`config.mk`:
```
export PLATFORM = sky130hd
export DESIGN_NAME = hub_boot_config_sequencer
export DESIGN_NICKNAME = d
export VERILOG_FILES = /design/src/rtl/hub_boot_pkg.sv /design/src/rtl/hub_boot_sync.sv /design/src/rtl/hub_boot_config_sequencer.sv
export VERILOG_INCLUDE_DIRS = /design/src /design/src/rtl
export SDC_FILE = /design/constraint.sdc
export NUM_CORES = 1
export LEC_CHECK = 0
export BUFFER_PORTS_ARGS = -buffer_cell sky130_fd_sc_hd__buf_2
export CAP_MARGIN = 15
export CORE_MARGIN = 8
export CORE_UTILIZATION = 38
export CTS_CLUSTER_SIZE = 40
export DETAILED_ROUTE_END_ITERATION = 10
export GPL_ROUTABILITY_DRIVEN = 0
export PLACE_DENSITY = 0.6
export REMOVE_ABC_BUFFERS = 1
export SYNTH_ARGS = -nofsm -noshare
export SYNTH_HDL_FRONTEND = slang
export SYNTH_SLANG_ARGS = --single-unit
```
`constraint.sdc`:
```
create_clock -name i_core_clk -period 23.5 [get_ports i_core_clk]
set_input_delay 1.175 -clock i_core_clk [delete_from_list [all_inputs] [get_ports i_core_clk]]
set_output_delay 1.175 -clock i_core_clk [all_outputs]
set_load 0.03 [all_outputs]
```
`src/rtl/hub_boot_defines.svh`:
```
// Constants of the hub boot sequencer: addresses, field positions, timing.
// Assumes a 5 ns core clock; included by bare name from rtl/.
`ifndef HUB_BOOT_DEFINES_SVH
`define HUB_BOOT_DEFINES_SVH

// External ROM probe
`define SIG_ADDR        24'h00_fffa
`define SIG_VALUE       32'h3244_4655
`define EXEC_ADDR       16'h0000
`define RD_CMD          8'h03
`define DUAL_RD_CMD     8'h3b
`define CMD_ADDR_BITS   7'h20
`define SINGLE_TOTAL    7'h40
`define DUAL_DATA_START 7'h28
`define DUAL_TOTAL      7'h38

// Sideband register map
`define END_CFG_ADDR    8'hff
`define CFG_BASE        8'h00
`define OTP_BASE        8'h40
`define GPIO_DIR_ADDR   8'h80
`define GPIO_VAL_ADDR   8'h81
`define GPIO_PULL_ADDR  8'h82
`define GPIO_UP_ADDR    8'h83

// Configuration byte layout
`define OPT_CFG_IDX     0
`define BC_CFG_IDX      1
`define BC_CFG_BIT      0

// Timing
`define CLK_NS          5
`define SPI_HALF_NS     20
`define SPI_HALF_CYC    ((`SPI_HALF_NS + `CLK_NS - 1) / `CLK_NS)

`endif

```
`src/rtl/hub_boot_pkg.sv`:
```
// Types shared by the hub boot sequencer files.
// Assumes nothing beyond the defines header.
package hub_boot_pkg;

  // Gray steps along the boot path
  typedef enum logic [3:0] {
    ST_STANDBY   = 4'h0,
    ST_PROBE     = 4'h1,
    ST_LOAD      = 4'h3,
    ST_STRAP     = 4'h2,
    ST_HOST_CFG  = 4'h6,
    ST_MERGE     = 4'h7,
    ST_IDLE      = 4'h5,
    ST_SUSPEND   = 4'h4,
    ST_CHG_DET   = 4'hc,
    ST_ATTACH    = 4'hd,
    ST_NORMAL    = 4'hf
  } stage_t;

  typedef enum logic [1:0] {
    PH_WAIT  = 2'h0,
    PH_SHIFT = 2'h1,
    PH_DONE  = 2'h3
  } probe_phase_t;

  typedef struct packed {
    logic       valid;
    logic [7:0] addr;
    logic [7:0] data;
  } byte_wr_t;

  typedef struct packed {
    logic sck;
    logic cs_n;
    logic mosi;
  } spi_drive_t;

endpackage

```
`src/rtl/hub_boot_sync.sv`:
```
// Two-stage synchroniser bank for pins and foreign-domain levels.
// Assumes levels that stay stable for several core clocks.
module hub_boot_sync
  import hub_boot_pkg::*;
#(
  parameter int WIDTH = 8
)(
  // Clock and reset
  input  wire logic             i_core_clk,
  input  wire logic             i_rstn,
  input  wire logic             i_clk_en,
  // Data
  input  wire logic [WIDTH-1:0] i_d,
  output      logic [WIDTH-1:0] o_q
);

  typedef struct packed {
    logic [WIDTH-1:0] meta;
    logic [WIDTH-1:0] sync;
  } sync_state_t;

  sync_state_t st_r;
  sync_state_t st_nxt;

  always_comb
  begin
    st_nxt      = st_r;
    st_nxt.meta = i_d;
    st_nxt.sync = st_r.meta;
  end

  always_ff @(posedge i_core_clk or negedge i_rstn)
  begin
    if (!i_rstn)
      st_r <= '0;
    else if (i_clk_en)
      st_r <= st_nxt;
  end

  assign o_q = st_r.sync;

endmodule // hub_boot_sync

```
`src/rtl/hub_boot_config_sequencer.sv`:
```
// Boot and mode sequencer of a USB hub: ROM probe, default load, strap
// sampling, host configuration, merge, charger detect, attach, normal.
// Assumes an SMBus slave that hands decoded byte writes on the core clock.
`include "hub_boot_defines.svh"

module hub_boot_config_sequencer
  import hub_boot_pkg::*;
#(
  parameter int                    CFG_DEPTH    = 16,
  parameter int                    N_GPIO       = 8,
  parameter int                    OPT_W        = 8,
  parameter logic [CFG_DEPTH*8-1:0] ROM_DEFAULTS = '0
)(
  // Clock, reset, enable
  input  wire logic                    i_core_clk,
  input  wire logic                    i_rstn,
  input  wire logic                    i_clk_en,
  // Pins and straps
  input  wire logic                    i_pll_lock,
  input  wire logic                    i_spi_opt,
  input  wire logic                    i_spi_mode3,
  input  wire logic                    i_spi_dual,
  input  wire logic                    i_host_config_option,
  input  wire logic                    i_sideband_data_pin,
  input  wire logic                    i_sideband_clock_pin,
  input  wire logic                    i_bc_strap,
  input  wire logic [OPT_W-1:0]        i_pin_opts,
  input  wire logic                    i_vbus,
  // SPI flash pins
  input  wire logic                    i_spi_io0,
  input  wire logic                    i_spi_io1,
  output      logic                    o_spi_sck,
  output      logic                    o_spi_cs_n,
  output      logic                    o_spi_io0,
  output      logic                    o_spi_io0_oe,
  output      logic                    o_spi_oe,
  // Sideband (SMBus) decoded writes
  input  wire byte_wr_t                i_sb_wr,
  // USB-side requests
  input  wire byte_wr_t                i_usb_otp_wr,
  input  wire spi_drive_t              i_usb_spi,
  output      logic                    o_usb_spi_miso,
  input  wire logic                    i_usb_bc_wr,
  input  wire logic                    i_usb_bc_val,
  input  wire logic                    i_usb_enum,
  input  wire logic                    i_mode_change,
  input  wire logic                    i_chg_det_done,
  // GPIO pads
  input  wire logic [N_GPIO-1:0]       i_gpio,
  output      logic [N_GPIO-1:0]       o_gpio,
  output      logic [N_GPIO-1:0]       o_gpio_oe,
  output      logic [N_GPIO-1:0]       o_gpio_pu_en,
  output      logic [N_GPIO-1:0]       o_gpio_pd_en,
  output      logic [N_GPIO-1:0]       o_gpio_level,
  // Status and control out
  output      stage_t                  o_stage,
  output      logic                    o_hub_mode,
  output      logic                    o_pll_en,
  output      logic                    o_ext_rom_en,
  output      logic [15:0]             o_exec_addr,
  output      logic                    o_cfg_valid,
  output      logic [CFG_DEPTH*8-1:0]  o_cfg_applied,
  output      logic                    o_bc_en,
  output      logic                    o_chg_det_en,
  output      logic                    o_suspend,
  output      logic                    o_usb_connect,
  output      logic                    o_hub_active
);

  localparam int IDX_W  = $clog2(CFG_DEPTH);
  localparam int SYNC_W = 10 + OPT_W + N_GPIO;
  localparam logic [2:0] HALF_LAST = 3'(`SPI_HALF_CYC - 1);

  ////////////////////////////////////////////////////////////////////////////
  // Reset release and input synchronisers

  logic [1:0] rst_pipe_r;
  logic       rst_n;

  // Reset asserts at once, releases on two edges
  always_ff @(posedge i_core_clk or negedge i_rstn)
  begin
    if (!i_rstn)
      rst_pipe_r <= 2'h0;
    else
      rst_pipe_r <= {rst_pipe_r[0], 1'b1};
  end

  assign rst_n = rst_pipe_r[1];

  logic [SYNC_W-1:0] sync_q;
  logic              pll_lock_s;
  logic              spi_opt_s;
  logic              mode3_s;
  logic              dual_s;
  logic              host_opt_s;
  logic              sb_data_s;
  logic              sb_clk_s;
  logic              bc_strap_s;
  logic              vbus_s;
  logic              io0_s;
  logic              io1_s;
  logic [OPT_W-1:0]  opts_s;
  logic [N_GPIO-1:0] gpio_s;

  hub_boot_sync #(
    .WIDTH (SYNC_W + 1)
  ) u_sync (
    .i_core_clk (i_core_clk),
    .i_rstn     (rst_n),
    .i_clk_en   (i_clk_en),
    .i_d        ({i_pll_lock, i_spi_opt, i_spi_mode3, i_spi_dual,
                  i_host_config_option, i_sideband_data_pin, i_sideband_clock_pin,
                  i_bc_strap, i_vbus, i_spi_io0, i_spi_io1, i_pin_opts, i_gpio}),
    .o_q        ({pll_lock_s, sync_q})
  );

  assign {spi_opt_s, mode3_s, dual_s, host_opt_s, sb_data_s, sb_clk_s,
          bc_strap_s, vbus_s, io0_s, io1_s, opts_s, gpio_s} = sync_q;

  ////////////////////////////////////////////////////////////////////////////
  // State

  typedef struct packed {
    stage_t                        stage;
    probe_phase_t                  ph;
    logic [2:0]                    div;
    logic [6:0]                    bits;
    logic                          smp_any;
    logic                          dual;
    logic [31:0]                   tx;
    logic [31:0]                   rx;
    spi_drive_t                    spi;
    logic                          spi_oe;
    logic                          io0_oe;
    logic                          usb_miso;
    logic [CFG_DEPTH-1:0][7:0]     cfg;
    logic [CFG_DEPTH-1:0][7:0]     otp;
    logic [CFG_DEPTH-1:0]          host_wr;
    logic [CFG_DEPTH-1:0]          otp_prog;
    logic [CFG_DEPTH*8-1:0]        applied;
    logic [N_GPIO-1:0]             g_dir;
    logic [N_GPIO-1:0]             g_val;
    logic [N_GPIO-1:0]             g_pull;
    logic [N_GPIO-1:0]             g_up;
    logic [N_GPIO-1:0]             g_pu_en;
    logic [N_GPIO-1:0]             g_pd_en;
    logic [N_GPIO-1:0]             g_level;
    logic [15:0]                   exec_addr;
    logic                          hub_mode;
    logic                          pll_en;
    logic                          ext_rom;
    logic                          cfg_valid;
    logic                          bc_en;
    logic                          chg_det_en;
    logic                          suspend;
    logic                          connect;
    logic                          hub_active;
  } seq_state_t;

  seq_state_t st_r;
  seq_state_t st_nxt;

  // Address falls inside a CFG_DEPTH-byte window at base
  function automatic logic in_win(input logic [7:0] a, input logic [7:0] base);
    logic [7:0] off;
    off = a - base;
    return (a >= base) && (int'(off) < CFG_DEPTH);
  endfunction

  ////////////////////////////////////////////////////////////////////////////
  // Next state

  always_comb
  begin
    logic [IDX_W-1:0] sb_idx;
    logic [IDX_W-1:0] usb_idx;
    sb_idx  = i_sb_wr.addr[IDX_W-1:0];
    usb_idx = i_usb_otp_wr.addr[IDX_W-1:0];
    st_nxt          = st_r;
    st_nxt.hub_mode = 1'b1;

    case (st_r.stage)
      ST_STANDBY:
      begin
        st_nxt.stage  = ST_PROBE;
        st_nxt.pll_en = 1'b1;
      end
      ST_PROBE:
      begin
        case (st_r.ph)
          PH_WAIT:
          begin
            // Nothing moves until the PLL reports lock
            if (pll_lock_s && !spi_opt_s)
              st_nxt.stage = ST_LOAD;
            else if (pll_lock_s)
            begin
              st_nxt.ph       = PH_SHIFT;
              st_nxt.dual     = dual_s;
              st_nxt.tx       = {dual_s ? `DUAL_RD_CMD : `RD_CMD, `SIG_ADDR};
              st_nxt.spi.mosi = st_nxt.tx[31];
              st_nxt.spi.sck  = mode3_s;
              st_nxt.spi.cs_n = 1'b0;
              st_nxt.spi_oe   = 1'b1;
              st_nxt.io0_oe   = 1'b1;
              st_nxt.bits     = 7'h0;
              st_nxt.smp_any  = 1'b0;
              st_nxt.div      = 3'h0;
            end
          end
          PH_SHIFT:
          begin
            if (st_r.div == HALF_LAST)
            begin
              st_nxt.div     = 3'h0;
              st_nxt.spi.sck = ~st_r.spi.sck;
              if (!st_r.spi.sck)
              begin
                // Rising edge: sample the flash
                st_nxt.smp_any = 1'b1;
                st_nxt.bits    = st_r.bits + 7'h1;
                if (st_r.dual && st_r.bits >= `DUAL_DATA_START)
                  st_nxt.rx = {st_r.rx[29:0], io1_s, io0_s};
                else if (!st_r.dual && st_r.bits >= `CMD_ADDR_BITS)
                  st_nxt.rx = {st_r.rx[30:0], io1_s};
                if (st_nxt.bits == (st_r.dual ? `DUAL_TOTAL : `SINGLE_TOTAL))
                  st_nxt.ph = PH_DONE;
              end
              else if (st_r.smp_any)
              begin
                // Falling edge: launch next bit; mode 3 skips the leading fall
                st_nxt.tx       = {st_r.tx[30:0], 1'b0};
                st_nxt.spi.mosi = st_r.tx[30];
                if (st_r.dual && st_r.bits == `CMD_ADDR_BITS)
                  st_nxt.io0_oe = 1'b0;
              end
            end
            else
              st_nxt.div = st_r.div + 3'h1;
          end
          PH_DONE:
          begin
            st_nxt.spi.cs_n = 1'b1;
            st_nxt.spi.sck  = mode3_s;
            // Pins released; the board must pull chip select high
            st_nxt.spi_oe   = 1'b0;
            st_nxt.io0_oe   = 1'b0;
            st_nxt.ext_rom  = (st_r.rx == `SIG_VALUE);
            st_nxt.exec_addr = `EXEC_ADDR;
            st_nxt.ph       = PH_WAIT;
            st_nxt.stage    = ST_LOAD;
          end
          default: st_nxt.ph = PH_WAIT;
        endcase
      end
      ST_LOAD:
      begin
        st_nxt.cfg                                = ROM_DEFAULTS;
        st_nxt.cfg[`OPT_CFG_IDX]                  = 8'(opts_s);
        st_nxt.cfg[`BC_CFG_IDX][`BC_CFG_BIT]      = bc_strap_s;
        st_nxt.host_wr                            = '0;
        st_nxt.stage                              = ST_STRAP;
      end
      ST_STRAP:
        // A level high through the synchroniser stands for a pull-up
        st_nxt.stage = (host_opt_s && sb_data_s && sb_clk_s) ?
                       ST_HOST_CFG : ST_MERGE;
      ST_HOST_CFG:
      begin
        if (i_sb_wr.valid && i_sb_wr.addr == `END_CFG_ADDR)
          st_nxt.stage = ST_MERGE;
        else if (i_sb_wr.valid && in_win(i_sb_wr.addr, `CFG_BASE))
        begin
          st_nxt.cfg[sb_idx]     = i_sb_wr.data;
          st_nxt.host_wr[sb_idx] = 1'b1;
        end
        else if (i_sb_wr.valid && in_win(i_sb_wr.addr, `OTP_BASE))
        begin
          st_nxt.otp[sb_idx]      = st_r.otp[sb_idx] | i_sb_wr.data;
          st_nxt.otp_prog[sb_idx] = 1'b1;
        end
      end
      ST_MERGE:
      begin
        // Host writes beat OTP, OTP beats defaults
        for (int i = 0; i < CFG_DEPTH; i++)
        begin
          if (st_r.otp_prog[i] && !st_r.host_wr[i])
            st_nxt.cfg[i] = st_r.otp[i];
        end
        st_nxt.applied   = st_nxt.cfg;
        st_nxt.cfg_valid = 1'b1;
        st_nxt.bc_en     = st_nxt.cfg[`BC_CFG_IDX][`BC_CFG_BIT];
        st_nxt.stage     = ST_IDLE;
      end
      ST_IDLE, ST_SUSPEND:
      begin
        st_nxt.suspend = !vbus_s;
        if (vbus_s)
        begin
          st_nxt.stage      = st_r.bc_en ? ST_CHG_DET : ST_ATTACH;
          st_nxt.chg_det_en = st_r.bc_en;
        end
        else
          st_nxt.stage = ST_SUSPEND;
      end
      ST_CHG_DET:
      begin
        if (!vbus_s)
        begin
          st_nxt.stage      = ST_IDLE;
          st_nxt.chg_det_en = 1'b0;
        end
        else if (i_chg_det_done)
        begin
          st_nxt.stage      = ST_ATTACH;
          st_nxt.chg_det_en = 1'b0;
        end
      end
      ST_ATTACH:
      begin
        st_nxt.connect = vbus_s;
        if (!vbus_s)
          st_nxt.stage = ST_IDLE;
        else if (i_usb_enum)
        begin
          st_nxt.stage      = ST_NORMAL;
          st_nxt.hub_active = 1'b1;
        end
      end
      ST_NORMAL:
      begin
        st_nxt.spi      = i_usb_spi;
        st_nxt.spi_oe   = 1'b1;
        st_nxt.io0_oe   = 1'b1;
        st_nxt.usb_miso = io1_s;
        if (i_usb_otp_wr.valid && in_win(i_usb_otp_wr.addr, `OTP_BASE))
        begin
          st_nxt.otp[usb_idx]      = st_r.otp[usb_idx] | i_usb_otp_wr.data;
          st_nxt.otp_prog[usb_idx] = 1'b1;
        end
        if (i_usb_bc_wr)
          st_nxt.bc_en = i_usb_bc_val;
        if (i_mode_change)
        begin
          st_nxt.stage      = ST_IDLE;
          st_nxt.hub_active = 1'b0;
          st_nxt.connect    = 1'b0;
          st_nxt.spi_oe     = 1'b0;
          st_nxt.io0_oe     = 1'b0;
        end
      end
      default: st_nxt.stage = ST_STANDBY;
    endcase

    // GPIO registers are open once the hub has left standby
    if (i_sb_wr.valid && st_r.stage != ST_STANDBY)
    begin
      case (i_sb_wr.addr)
        `GPIO_DIR_ADDR:  st_nxt.g_dir  = N_GPIO'(i_sb_wr.data);
        `GPIO_VAL_ADDR:  st_nxt.g_val  = N_GPIO'(i_sb_wr.data);
        `GPIO_PULL_ADDR: st_nxt.g_pull = N_GPIO'(i_sb_wr.data);
        `GPIO_UP_ADDR:   st_nxt.g_up   = N_GPIO'(i_sb_wr.data);
        default:         st_nxt.g_dir  = st_nxt.g_dir;
      endcase
    end
    // Pulls only ever apply to inputs
    st_nxt.g_pu_en = ~st_nxt.g_dir & st_nxt.g_pull & st_nxt.g_up;
    st_nxt.g_pd_en = ~st_nxt.g_dir & st_nxt.g_pull & ~st_nxt.g_up;
    st_nxt.g_level = gpio_s;
  end

  // All state clears together: nothing survives standby
  always_ff @(posedge i_core_clk or negedge rst_n)
  begin
    if (!rst_n)
      st_r <= '0;
    else if (i_clk_en)
      st_r <= st_nxt;
  end

  ////////////////////////////////////////////////////////////////////////////
  // Outputs, all straight from the state register

  assign o_spi_sck     = st_r.spi.sck;
  assign o_spi_cs_n    = st_r.spi.cs_n;
  assign o_spi_io0     = st_r.spi.mosi;
  assign o_spi_io0_oe  = st_r.io0_oe;
  assign o_spi_oe      = st_r.spi_oe;
  assign o_usb_spi_miso = st_r.usb_miso;
  assign o_gpio        = st_r.g_val;
  assign o_gpio_oe     = st_r.g_dir;
  assign o_gpio_pu_en  = st_r.g_pu_en;
  assign o_gpio_pd_en  = st_r.g_pd_en;
  assign o_gpio_level  = st_r.g_level;
  assign o_stage       = st_r.stage;
  assign o_hub_mode    = st_r.hub_mode;
  assign o_pll_en      = st_r.pll_en;
  assign o_ext_rom_en  = st_r.ext_rom;
  assign o_exec_addr   = st_r.exec_addr;
  assign o_cfg_valid   = st_r.cfg_valid;
  assign o_cfg_applied = st_r.applied;
  assign o_bc_en       = st_r.bc_en;
  assign o_chg_det_en  = st_r.chg_det_en;
  assign o_suspend     = st_r.suspend;
  assign o_usb_connect = st_r.connect;
  assign o_hub_active  = st_r.hub_active;

endmodule // hub_boot_config_sequencer

```
After elaboration in Yosys (flattened, before gate mapping). Cells that the tools add are included.

Reduce and logical (&&, ||, !) cells: 88. Eq/ne operators: 51. Add/sub/neg operators: 4. Multiplexer cells: 106. Magnitude comparators: 12. Bitwise gates (word level): 12.

Operators with widths (count): 2-to-1 mux 128 bit (4); bitwise mux 128 bit (3); case mux 128 bit (3 select lines) (1); 2-to-1 mux 288 bit (1); case mux 128 bit (2 select lines) (1); 2-to-1 mux 8 bit (26); 2-to-1 mux 32 bit (4); 2-to-1 mux 46 bit (2); binary-select mux 8 bit (select 4 bit) (2); demux 8 bit (select 4 bit) (2); 2-to-1 mux 16 bit (4); 2-to-1 mux 64 bit (1); case mux 16 bit (2 select lines) (2); 2-to-1 mux 31 bit (2); case mux 31 bit (2 select lines) (1); bitwise OR 16 bit (3); == test 8 bit (second input constant) (5); case mux 4 bit (10 select lines) (1); == test 32 x 30 -> 1 bit (second input constant) (1); logical AND 1 bit (32); 2-to-1 mux 4 bit (8); inequality test 2 bit (second input constant) (15); AND 8 bit (3); < comparator 8 x 5 -> 1 bit (second input constant) (3); other kinds (53) (146).

Output and inout port bits: 203. Flip-flop bits (word level): 624.

Longest topological paths before layout. Gate-level depths: netlist of the first run.

Depth in word-level cells: 9. Gate-level depth with buffers: 10.

Modules after synthesis. Synthesis of the first run repeated with hierarchy kept, for this count alone.

Cell total of the unflattened synthesis: 3247. Area, all modules: 32768.9 sq um.

By module, submodules not included: hub_boot_config_sequencer (cells each 3133, area an instance 30510.5 sq um, times used 1); hub_boot_sync (cells each 114, area an instance 2258.4 sq um, times used 1).

Least setup slack after synthesis of the first run. Ideal clock, no wire load.

Kind: input to register. Start point: in i_usb_otp_wr[8] (netlist name). End point: reg st_r[247] (netlist name). Stages: 8. Setup time: 0.131 ns. Slack: 20.546 ns. Arrival: 2.823 ns. Path buffers: 3. Data required time: 23.369 ns. Cell sequence: buf_4 > buf_6 > mux4_1 > a221oi_2 > nand2_2 > buf_6 > a32oi_1 > o31ai_1.

Longest elaborated chain between the ends: 7. Elaborated cells on any way between the ends: 18.

RTL lines: from (decl) (RTL line hub_boot_config_sequencer.sv:40) `input wire byte_wr_t i_usb_otp_wr,`; parallel branches: the longest is 7 deep, another holds subtractor 8 x 7 -> 8 bit; to (signal assigned) (RTL line hub_boot_config_sequencer.sv:380) `st_r <= st_nxt;`; to (decl) (RTL line hub_boot_config_sequencer.sv:161) `seq_state_t st_r;`.

Several ways; the timed one is not identified. The select of a mux whose other input is x is not followed. A chain may end at the register's enable or synchronous reset.

Worst setup path after layout of the first run.
Start point: in i_sb_wr[8] (netlist name). End point: reg st_r[449] (netlist name).

Longest elaborated chain between the ends: 8. Elaborated cells on any way between the ends: 18.

RTL lines: from (decl) (RTL line hub_boot_config_sequencer.sv:38) `input wire byte_wr_t i_sb_wr,`; < comparator 4 x 5 -> 1 bit (not written as such) / >= comparator 4 x 1 -> 1 bit (equally long branches) (RTL line hub_boot_config_sequencer.sv:275) `st_nxt.cfg[sb_idx] = i_sb_wr.data;`; logical AND 1 bit (not written as such) (RTL line hub_boot_config_sequencer.sv:275); 2-to-1 mux 8 bit (not written as such) (RTL line hub_boot_config_sequencer.sv:275); demux 8 bit (select 4 bit) (RTL line hub_boot_config_sequencer.sv:275); bitwise mux 128 bit (RTL line hub_boot_config_sequencer.sv:275); 2-to-1 mux 128 bit (RTL line hub_boot_config_sequencer.sv:273) `` else if (i_sb_wr.valid && in_win(i_sb_wr.addr, `CFG_BASE)) ``; 2-to-1 mux 288 bit (RTL line hub_boot_config_sequencer.sv:271) `` if (i_sb_wr.valid && i_sb_wr.addr == `END_CFG_ADDR) ``; case mux 128 bit (3 select lines) (RTL line hub_boot_config_sequencer.sv:183) `case (st_r.stage)`.

Parallel ways exist; a longest one is shown, timed or not. The select of a mux whose other input is x is not followed.

==> impl_metrics.py, run 1 <==
metrics = {
    "grt": {
        "grt_pass1_vias": 23524,
        "grt_pass1_wl_mm": 154,
        "grt_use_total_pct": 21.2,
        "antenna_found_initial": 5,
        "grt_max_degree": 162,
        "grt-ovfl-total": 0,
    },
    "critical_path": {
        "arrival_ns": 4.93,
        "cp_slowest_cell": "o21a_4",
        "worst-path-buf-inv": 3,
        "reg2reg_to": "st_r[488]",
        "reg2reg_from": "rst_pipe_r[1]",
        "cp_cell_sequence": "buf_2 > buf_4 > nand4_1 > nor4_1 > nor3_1 > o21a_4 > buf_4 > o21ai_2 > a22o_1",
        "reg2reg_depth": 4,
        "crit_required_ns": 24.00,
        "cp_top_family": "compound AO/OA/AOI/OAI gates",
        "worst_path_largest_cell_delay_ns": 0.81,
        "rrSetupSlack_ns": 19.27,
        "critPathMostFrequentCell": "buf_4",
        "crit_path_end_kind": "flip-flop",
        "cp_max_fo": 73,
        "start_kind": "input pin",
        "crit_type": "in2reg",
    },
    "sta": {
        "tightest_slew_ns": 1.28,
        "final-hold-violation-count": 0,
        "period_share_pct": 18.9,
        "rsz0062_at_grt": "false",
        "setup_violations": 0,
        "final_max_slew_viol_count": 0,
        "fin_skew_ns": 0.0229,
        "fin_setup_tns_ns": 0,
        "fmaxAchievable_mhz": 226,
        "worst_slack_ns": 19.07,
        "slew-limit-headroom_pct": 14.7,
        "min_period_ns": 4.43,
    },
    "layout": {
        "syn2layout_area_growth_pct": 9.27,
        "instances_no_fill": 4135,
        "drive_gt1_share_pct": 19.7,
        "post-route-util_pct": 41.6,
        "design_area_mm2": 0.0346,
        "nets": 3074,
    },
    "placed_design": {
        "dp_hpwl_mm": 67.0,
        "io_buffers": 258,
        "placedCellCount": 4005,
        "pre_cts_ws_ns": 18.53,
        "place_area_mm2": 0.0323,
    },
    "cts": {
        "clk-insertion-delay-late_ns": 0.63,
        "numCtsBuffers": 72,
        "cts_buffer_depth": 3,
        "path_clk_slew_ns": 0.06,
        "cts.sinks": 623,
        "cts-root-buf": "clkbuf_16",
        "cts_tree": "yes",
        "post_cts_resized": 0,
        "ctsHoldBuffers": 0,
        "htreeDepth": 3,
        "postCtsSetupBuffers": 0,
    },
    "floorplan": {
        "core-area_mm2": 0.0832,
        "fp.dieW_um": 305,
        "fp.dieArea_mm2": 0.0929,
        "core.rowCount": 106,
        "die_h_um": 305,
        "io-pin-count": 275,
        "initial_core_util_pct": 38.1,
    },
    "synthesis": {
        "syn_inst": 3014,
        "synth_warnings": 0,
        "avgSynthCellArea_um2": 10.5,
        "seq_area_frac_synth_pct": 49.2,
        "ys_types": 85,
        "synth-main-ff-cell": "dfrtp_1",
        "synth-edff-count": 0,
        "synthesis.area_mm2": 0.0317,
        "synth-seq-cells": 623,
        "async_flop_share_pct": 100,
    },
    "outcome": {
        "status": "finished clean",
    },
    "drt": {
        "via_per_inst": 5.86,
        "detail_route.wl_per_cell_um": 24.6,
        "routed_wirelength_mm": 102,
        "dr.first_iter.drc_count": 2782,
        "vias": 24212,
        "ant_nets": 0,
        "drt-pass1-iter-count": 7,
        "drc_errors": 0,
    },
    "run": {
        "drv_cap": 0,
    },
    "pwr": {
        "p_leak_nw": 15.8,
        "power_per_cell_area_mw_per_mm2": 96.6,
        "ir_worst_vdd_mv": 0.0545,
    },
    "min_path": {
        "hp-class": "in2async",
    },
}
-- cell type report --
cell class              count  area [µm²]
flip-flops and latches    623       15600
multi-input cells        1989       13700
inverters                  20        75.1
well taps                1080        1350
clock buffers              99        2030
clock inverters            29         305
diodes                      2        5.00
repair buffers            293        1570
fillers                  8045       48500
-- routing by layer --
layer	track usage, %	part of all wire, %	vias to the layer above
met4	8.10	4.0	8
met1	28.7	42	12053
met3	5.71	9.3	268
met5	0	0.050	-
met2	32.3	45	1204
li1	-	-	10679
-- placed cells by master, fill, tap and decap left out, types with 8 or more instances in the layout --
cell,instances
nor2b_1,22
a22oi_1,108
clkinv_2,15
o21ai_2,17
nand4_1,11
conb_1,17
o21ai_0,278
mux4_1,20
buf_2,257
o22ai_1,22
nor4b_1,8
mux2_2,96
clkbuf_16,73
mux4_2,35
o2bb2ai_1,9
buf_4,35
a22o_1,136
o21ai_1,27
a221o_1,14
nand3_1,42
clkbuf_1,15
mux2_1,8
a211oi_1,8
nor4_1,9
mux2i_1,199
nand2_1,308
nor2_1,209
nand2b_1,38
clkbuf_8,11
and2_1,12
a32oi_1,17
inv_1,20
a21oi_1,178
nor3_1,21
dfrtp_1,622
-- worst max-delay path by stage --
stage	slack, ns	from	endpoint	cells after the start
floorplan	4.85	rst_pipe_r[1]	o_bc_en	0
global placement	18.60	i_sb_wr[8]	st_r[450]	9
detailed placement	18.53	i_sb_wr[8]	st_r[452]	9
CTS	19.00	rst_pipe_r[1]	st_r[467]	4
global route	18.51	rst_pipe_r[1]	o_cfg_applied[122]	4
finish	19.07	i_sb_wr[8]	st_r[449]	9
-- logic make-up (layout without fill, tap and decap cells) --
logic type | Yosys count | count (layout) | synth area share (%)
DFF | 623 | 623 | 49.2
muxes | 358 | 358 | 14.1
xor gates and xnor gates | 4 | 4 | 0.111
AOI/OAI and AO/OA | 855 | 855 | 17.3
buffers and inverters | 417 | 441 | 7.97
adders and majority gates | 3 | 3 | 0.119
other | 2 | 19 | 0.0237
and+or+nand+nor | 752 | 752 | 11.1
-- cell usage after synthesis (all sizes together), types with 4 or more instances --
library cell	count	area (µm²)
nor3b	6	45.0
nand2b	38	238
o22ai	22	138
nand2	311	1170
a21oi	180	908
a31oi	5	31.3
nor4bb	4	40.0
mux4	55	1310
nor4	11	90.1
nor4b	10	109
or2	5	31.3
or3	7	43.8
mux2	104	1170
inv	20	75.1
clkbuf	87	340
o211ai	4	43.8
dfrtp	623	15600
a22oi	108	811
a32oi	17	149
nor2b	22	138
o31ai	6	45.0
nand3b	6	45.0
o2bb2ai	9	78.8
a211oi	8	60.1
mux2i	199	1990
nand3	42	210
o21ai	323	1680
and3	5	31.3
nor2	217	832
nand4	12	81.3
o21a	5	37.5
nor3	31	211
buf	310	2110
a221o	14	140
a21o	4	30.0
and2	13	81.3
a22o	136	1190
-- registers in the layout, indices dropped and copies added, names as in the netlist, 8 cells and up --
register / count
st_r: 380
o_cfg_applied: 128
u_sync.o_q: 27
u_sync.st_nxt: 27
o_gpio: 8
o_gpio_level: 8
o_gpio_oe: 8
o_gpio_pd_en: 8
o_gpio_pu_en: 8
-- stage by stage --
stage          power [mW]  hold slack [ns]
2_1_floorplan        1.92            0.331
3_3_place_gp         2.24            0.334
3_5_place_dp         2.25            0.339
4_1_cts              3.39            0.288
5_1_grt              3.51            0.296
6_report             3.34            0.331
-- power breakdown --
part	internal (mW)	leakage, nW	switching [mW]	total, mW
combinational	0.238	6.41	0.611	0.849
sequential	1.25	8.20	0.120	1.37
clock	0.654	1.15	0.473	1.13
total	2.14	15.8	1.20	3.34
Note: power is estimated with default switching activity, not from simulation.
==> inputs of run 2 (changes only) <==
--- a/config.mk
+++ b/config.mk
@@ -13,7 +13,7 @@
 export CTS_CLUSTER_SIZE = 40
 export DETAILED_ROUTE_END_ITERATION = 10
 export GPL_ROUTABILITY_DRIVEN = 0
-export PLACE_DENSITY = 0.6
+export PLACE_DENSITY = 0.62
 export REMOVE_ABC_BUFFERS = 1
 export SYNTH_ARGS = -nofsm -noshare
 export SYNTH_HDL_FRONTEND = slang
==> constraint.sdc (replaced) <==
create_clock -name i_core_clk -period 3.86 [get_ports i_core_clk]
set_input_delay 0.193 -clock i_core_clk [delete_from_list [all_inputs] [get_ports i_core_clk]]
set_output_delay 0.193 -clock i_core_clk [all_outputs]
set_load 0.03 [all_outputs]
==> impl_metrics.py, run 2 (same netlist as run 1, synthesis figures left out) <==
metrics = {
    "grt": {
        "grt_pass1_vias": 24358,
        "grt_pass1_wl_mm": 158,
        "grt-ovfl-total": 0,
        "grt_max_degree": 129,
        "grt_use_total_pct": 21.8,
        "antenna_found_initial": 6,
    },
    "sta": {
        "final-hold-violation-count": 0,
        "fmaxAchievable_mhz": 331,
        "final_max_slew_viol_count": 0,
        "min_period_ns": 3.02,
        "setup_violations": 0,
        "tightest_slew_ns": 1.04,
        "period_share_pct": 78.2,
        "slew-limit-headroom_pct": 30.7,
        "rsz0062_at_grt": "false",
        "worst_slack_ns": 0.842,
        "fin_skew_ns": 0.0439,
    },
    "cts": {
        "htreeDepth": 3,
        "cts-root-buf": "clkbuf_16",
        "clk-insertion-delay-late_ns": 0.64,
        "path_clk_slew_ns": 0.06,
        "cts_tree": "yes",
        "ctsHoldBuffers": 40,
        "cts.sinks": 623,
        "postCtsSetupBuffers": 0,
        "cts_buffer_depth": 3,
        "post_cts_resized": 0,
        "numCtsBuffers": 73,
    },
    "layout": {
        "largest_reg_flops": 380,
        "syn2layout_area_growth_pct": 12.4,
        "final_common_cell": "dfrtp_1",
        "nets": 3168,
        "regMostFlops": "st_r",
        "design_area_mm2": 0.0356,
        "post-route-util_pct": 42.8,
        "n_fill_cell": 7926,
        "drive_gt1_share_pct": 20.7,
        "instances_no_fill": 4230,
        "final_cell_mix": "622 x dfrtp_1, 308 x nand2_1, 278 x o21ai_0, 257 x buf_2, 210 x nor2_1",
    },
    "outcome": {
        "status": "finished clean",
    },
    "critical_path": {
        "reg2reg_from": "o_stage[2]",
        "arrival_ns": 3.50,
        "crit_type": "reg2reg",
        "reg2reg_to": "st_r[256]",
        "start_kind": "flip-flop",
        "rrSetupSlack_ns": 0.84,
        "crit_required_ns": 4.35,
        "crit_path_end_kind": "flip-flop",
        "cp_max_fo": 21,
        "reg2reg_depth": 7,
    },
    "drt": {
        "dr.first_iter.drc_count": 2669,
        "routed_wirelength_mm": 104,
        "drc_errors": 0,
        "ant_nets": 0,
        "vias": 24535,
        "detail_route.wl_per_cell_um": 24.5,
        "drt-pass1-iter-count": 6,
        "via_per_inst": 5.80,
    },
    "floorplan": {
        "fp.dieW_um": 305,
        "initial_core_util_pct": 38.1,
        "die_h_um": 305,
        "fp.dieArea_mm2": 0.0929,
        "io-pin-count": 275,
        "core-area_mm2": 0.0832,
        "core.rowCount": 106,
    },
    "placed_design": {
        "pre_cts_ws_ns": 0.864,
        "placedCellCount": 4058,
        "dp_hpwl_mm": 71.2,
        "place_area_mm2": 0.0328,
        "io_buffers": 258,
    },
    "pwr": {
        "power_per_cell_area_mw_per_mm2": 580,
        "ir_worst_vdd_mv": 0.341,
        "p_leak_nw": 16.3,
        "finalPower_mw": 20.6,
    },
    "min_path": {
        "hp-class": "in2reg",
        "worst_hold_path.endpoint": "o_gpio_pu_en[1]",
        "min_from": "i_clk_en",
        "hold_depth": 3,
    },
    "run": {
        "drv_cap": 0,
    },
}
## run 2: cell count changes in the layout (fill, tap and decap cells not counted), moves of 2 or more
| cell | previous run | this run |
|---|---|---|
| buf_4 | 35 | 77 |
| dlygate4sd3_1 | 0 | 40 |
| buf_12 | 1 | 12 |
| clkbuf_1 | 15 | 20 |
| clkinv_2 | 15 | 10 |
| clkbuf_16 | 73 | 75 |
| clkinvlp_4 | 3 | 1 |
## run 2: worst max path at each step
stage	end	slack, ns	startpoint	cells past startpoint
3_5_place_dp	st_r[246]	0.86	i_sb_wr[9]	8
5_1_grt	st_r[313]	0.64	o_stage[2]	7
2_1_floorplan	o_bc_en	-14.79	rst_pipe_r[1]	0
6_report	st_r[256]	0.84	o_stage[2]	7
3_3_place_gp	st_r[479]	0.91	i_sb_wr[9]	8
4_1_cts	st_r[246]	0.93	o_stage[0]	7
## run 2: worst max-delay path, stage by stage (launching register included)
cell and delay (ns):
dfrtp_1 0.68, and4_2 0.45, buf_4 0.33, nand3b_1 0.48, o21ai_0 0.32, nand2_1 0.24, a22oi_1 0.25, o21ai_0 0.12
## run 2: power breakdown
group          internal, mW  total (mW)  leakage (nW)  switching [mW]
combinational          1.58        5.42          6.89            3.84
sequential             7.58        8.25          8.20           0.663
clock                  4.09        6.96          1.17            2.87
## run 2: cell type report
cell class	instances	area, µm²	share of cell area, %
diodes	3	7.51	0.0211
clock buffers	107	2120	5.95
clock inverters	22	265	0.745
inverters	20	75.1	0.211
multi-input cells	1989	13700	38.4
flip-flops and latches	623	15600	43.8
well taps	1080	1350	3.80
repair buffers	386	2500	7.04
## run 2: stage by stage
stage | hold WS [ns] | setup TNS [ns]
after floorplan | -0.103 | -9929.86
after global placement | -0.0186 | 0
after detailed placement | -0.0170 | 0
after CTS | 0.0370 | 0
after global routing | 0.0675 | 0
final | 0.0683 | 0
## run 2: per-layer routing
layer	global-route usage, %	wire, µm	vias to the layer above
li1	-	-	10872
met1	28.7	43100	12164
met2	34.0	46800	1236
met3	6.15	9630	255
met4	8.19	4080	8
met5	0	47	-
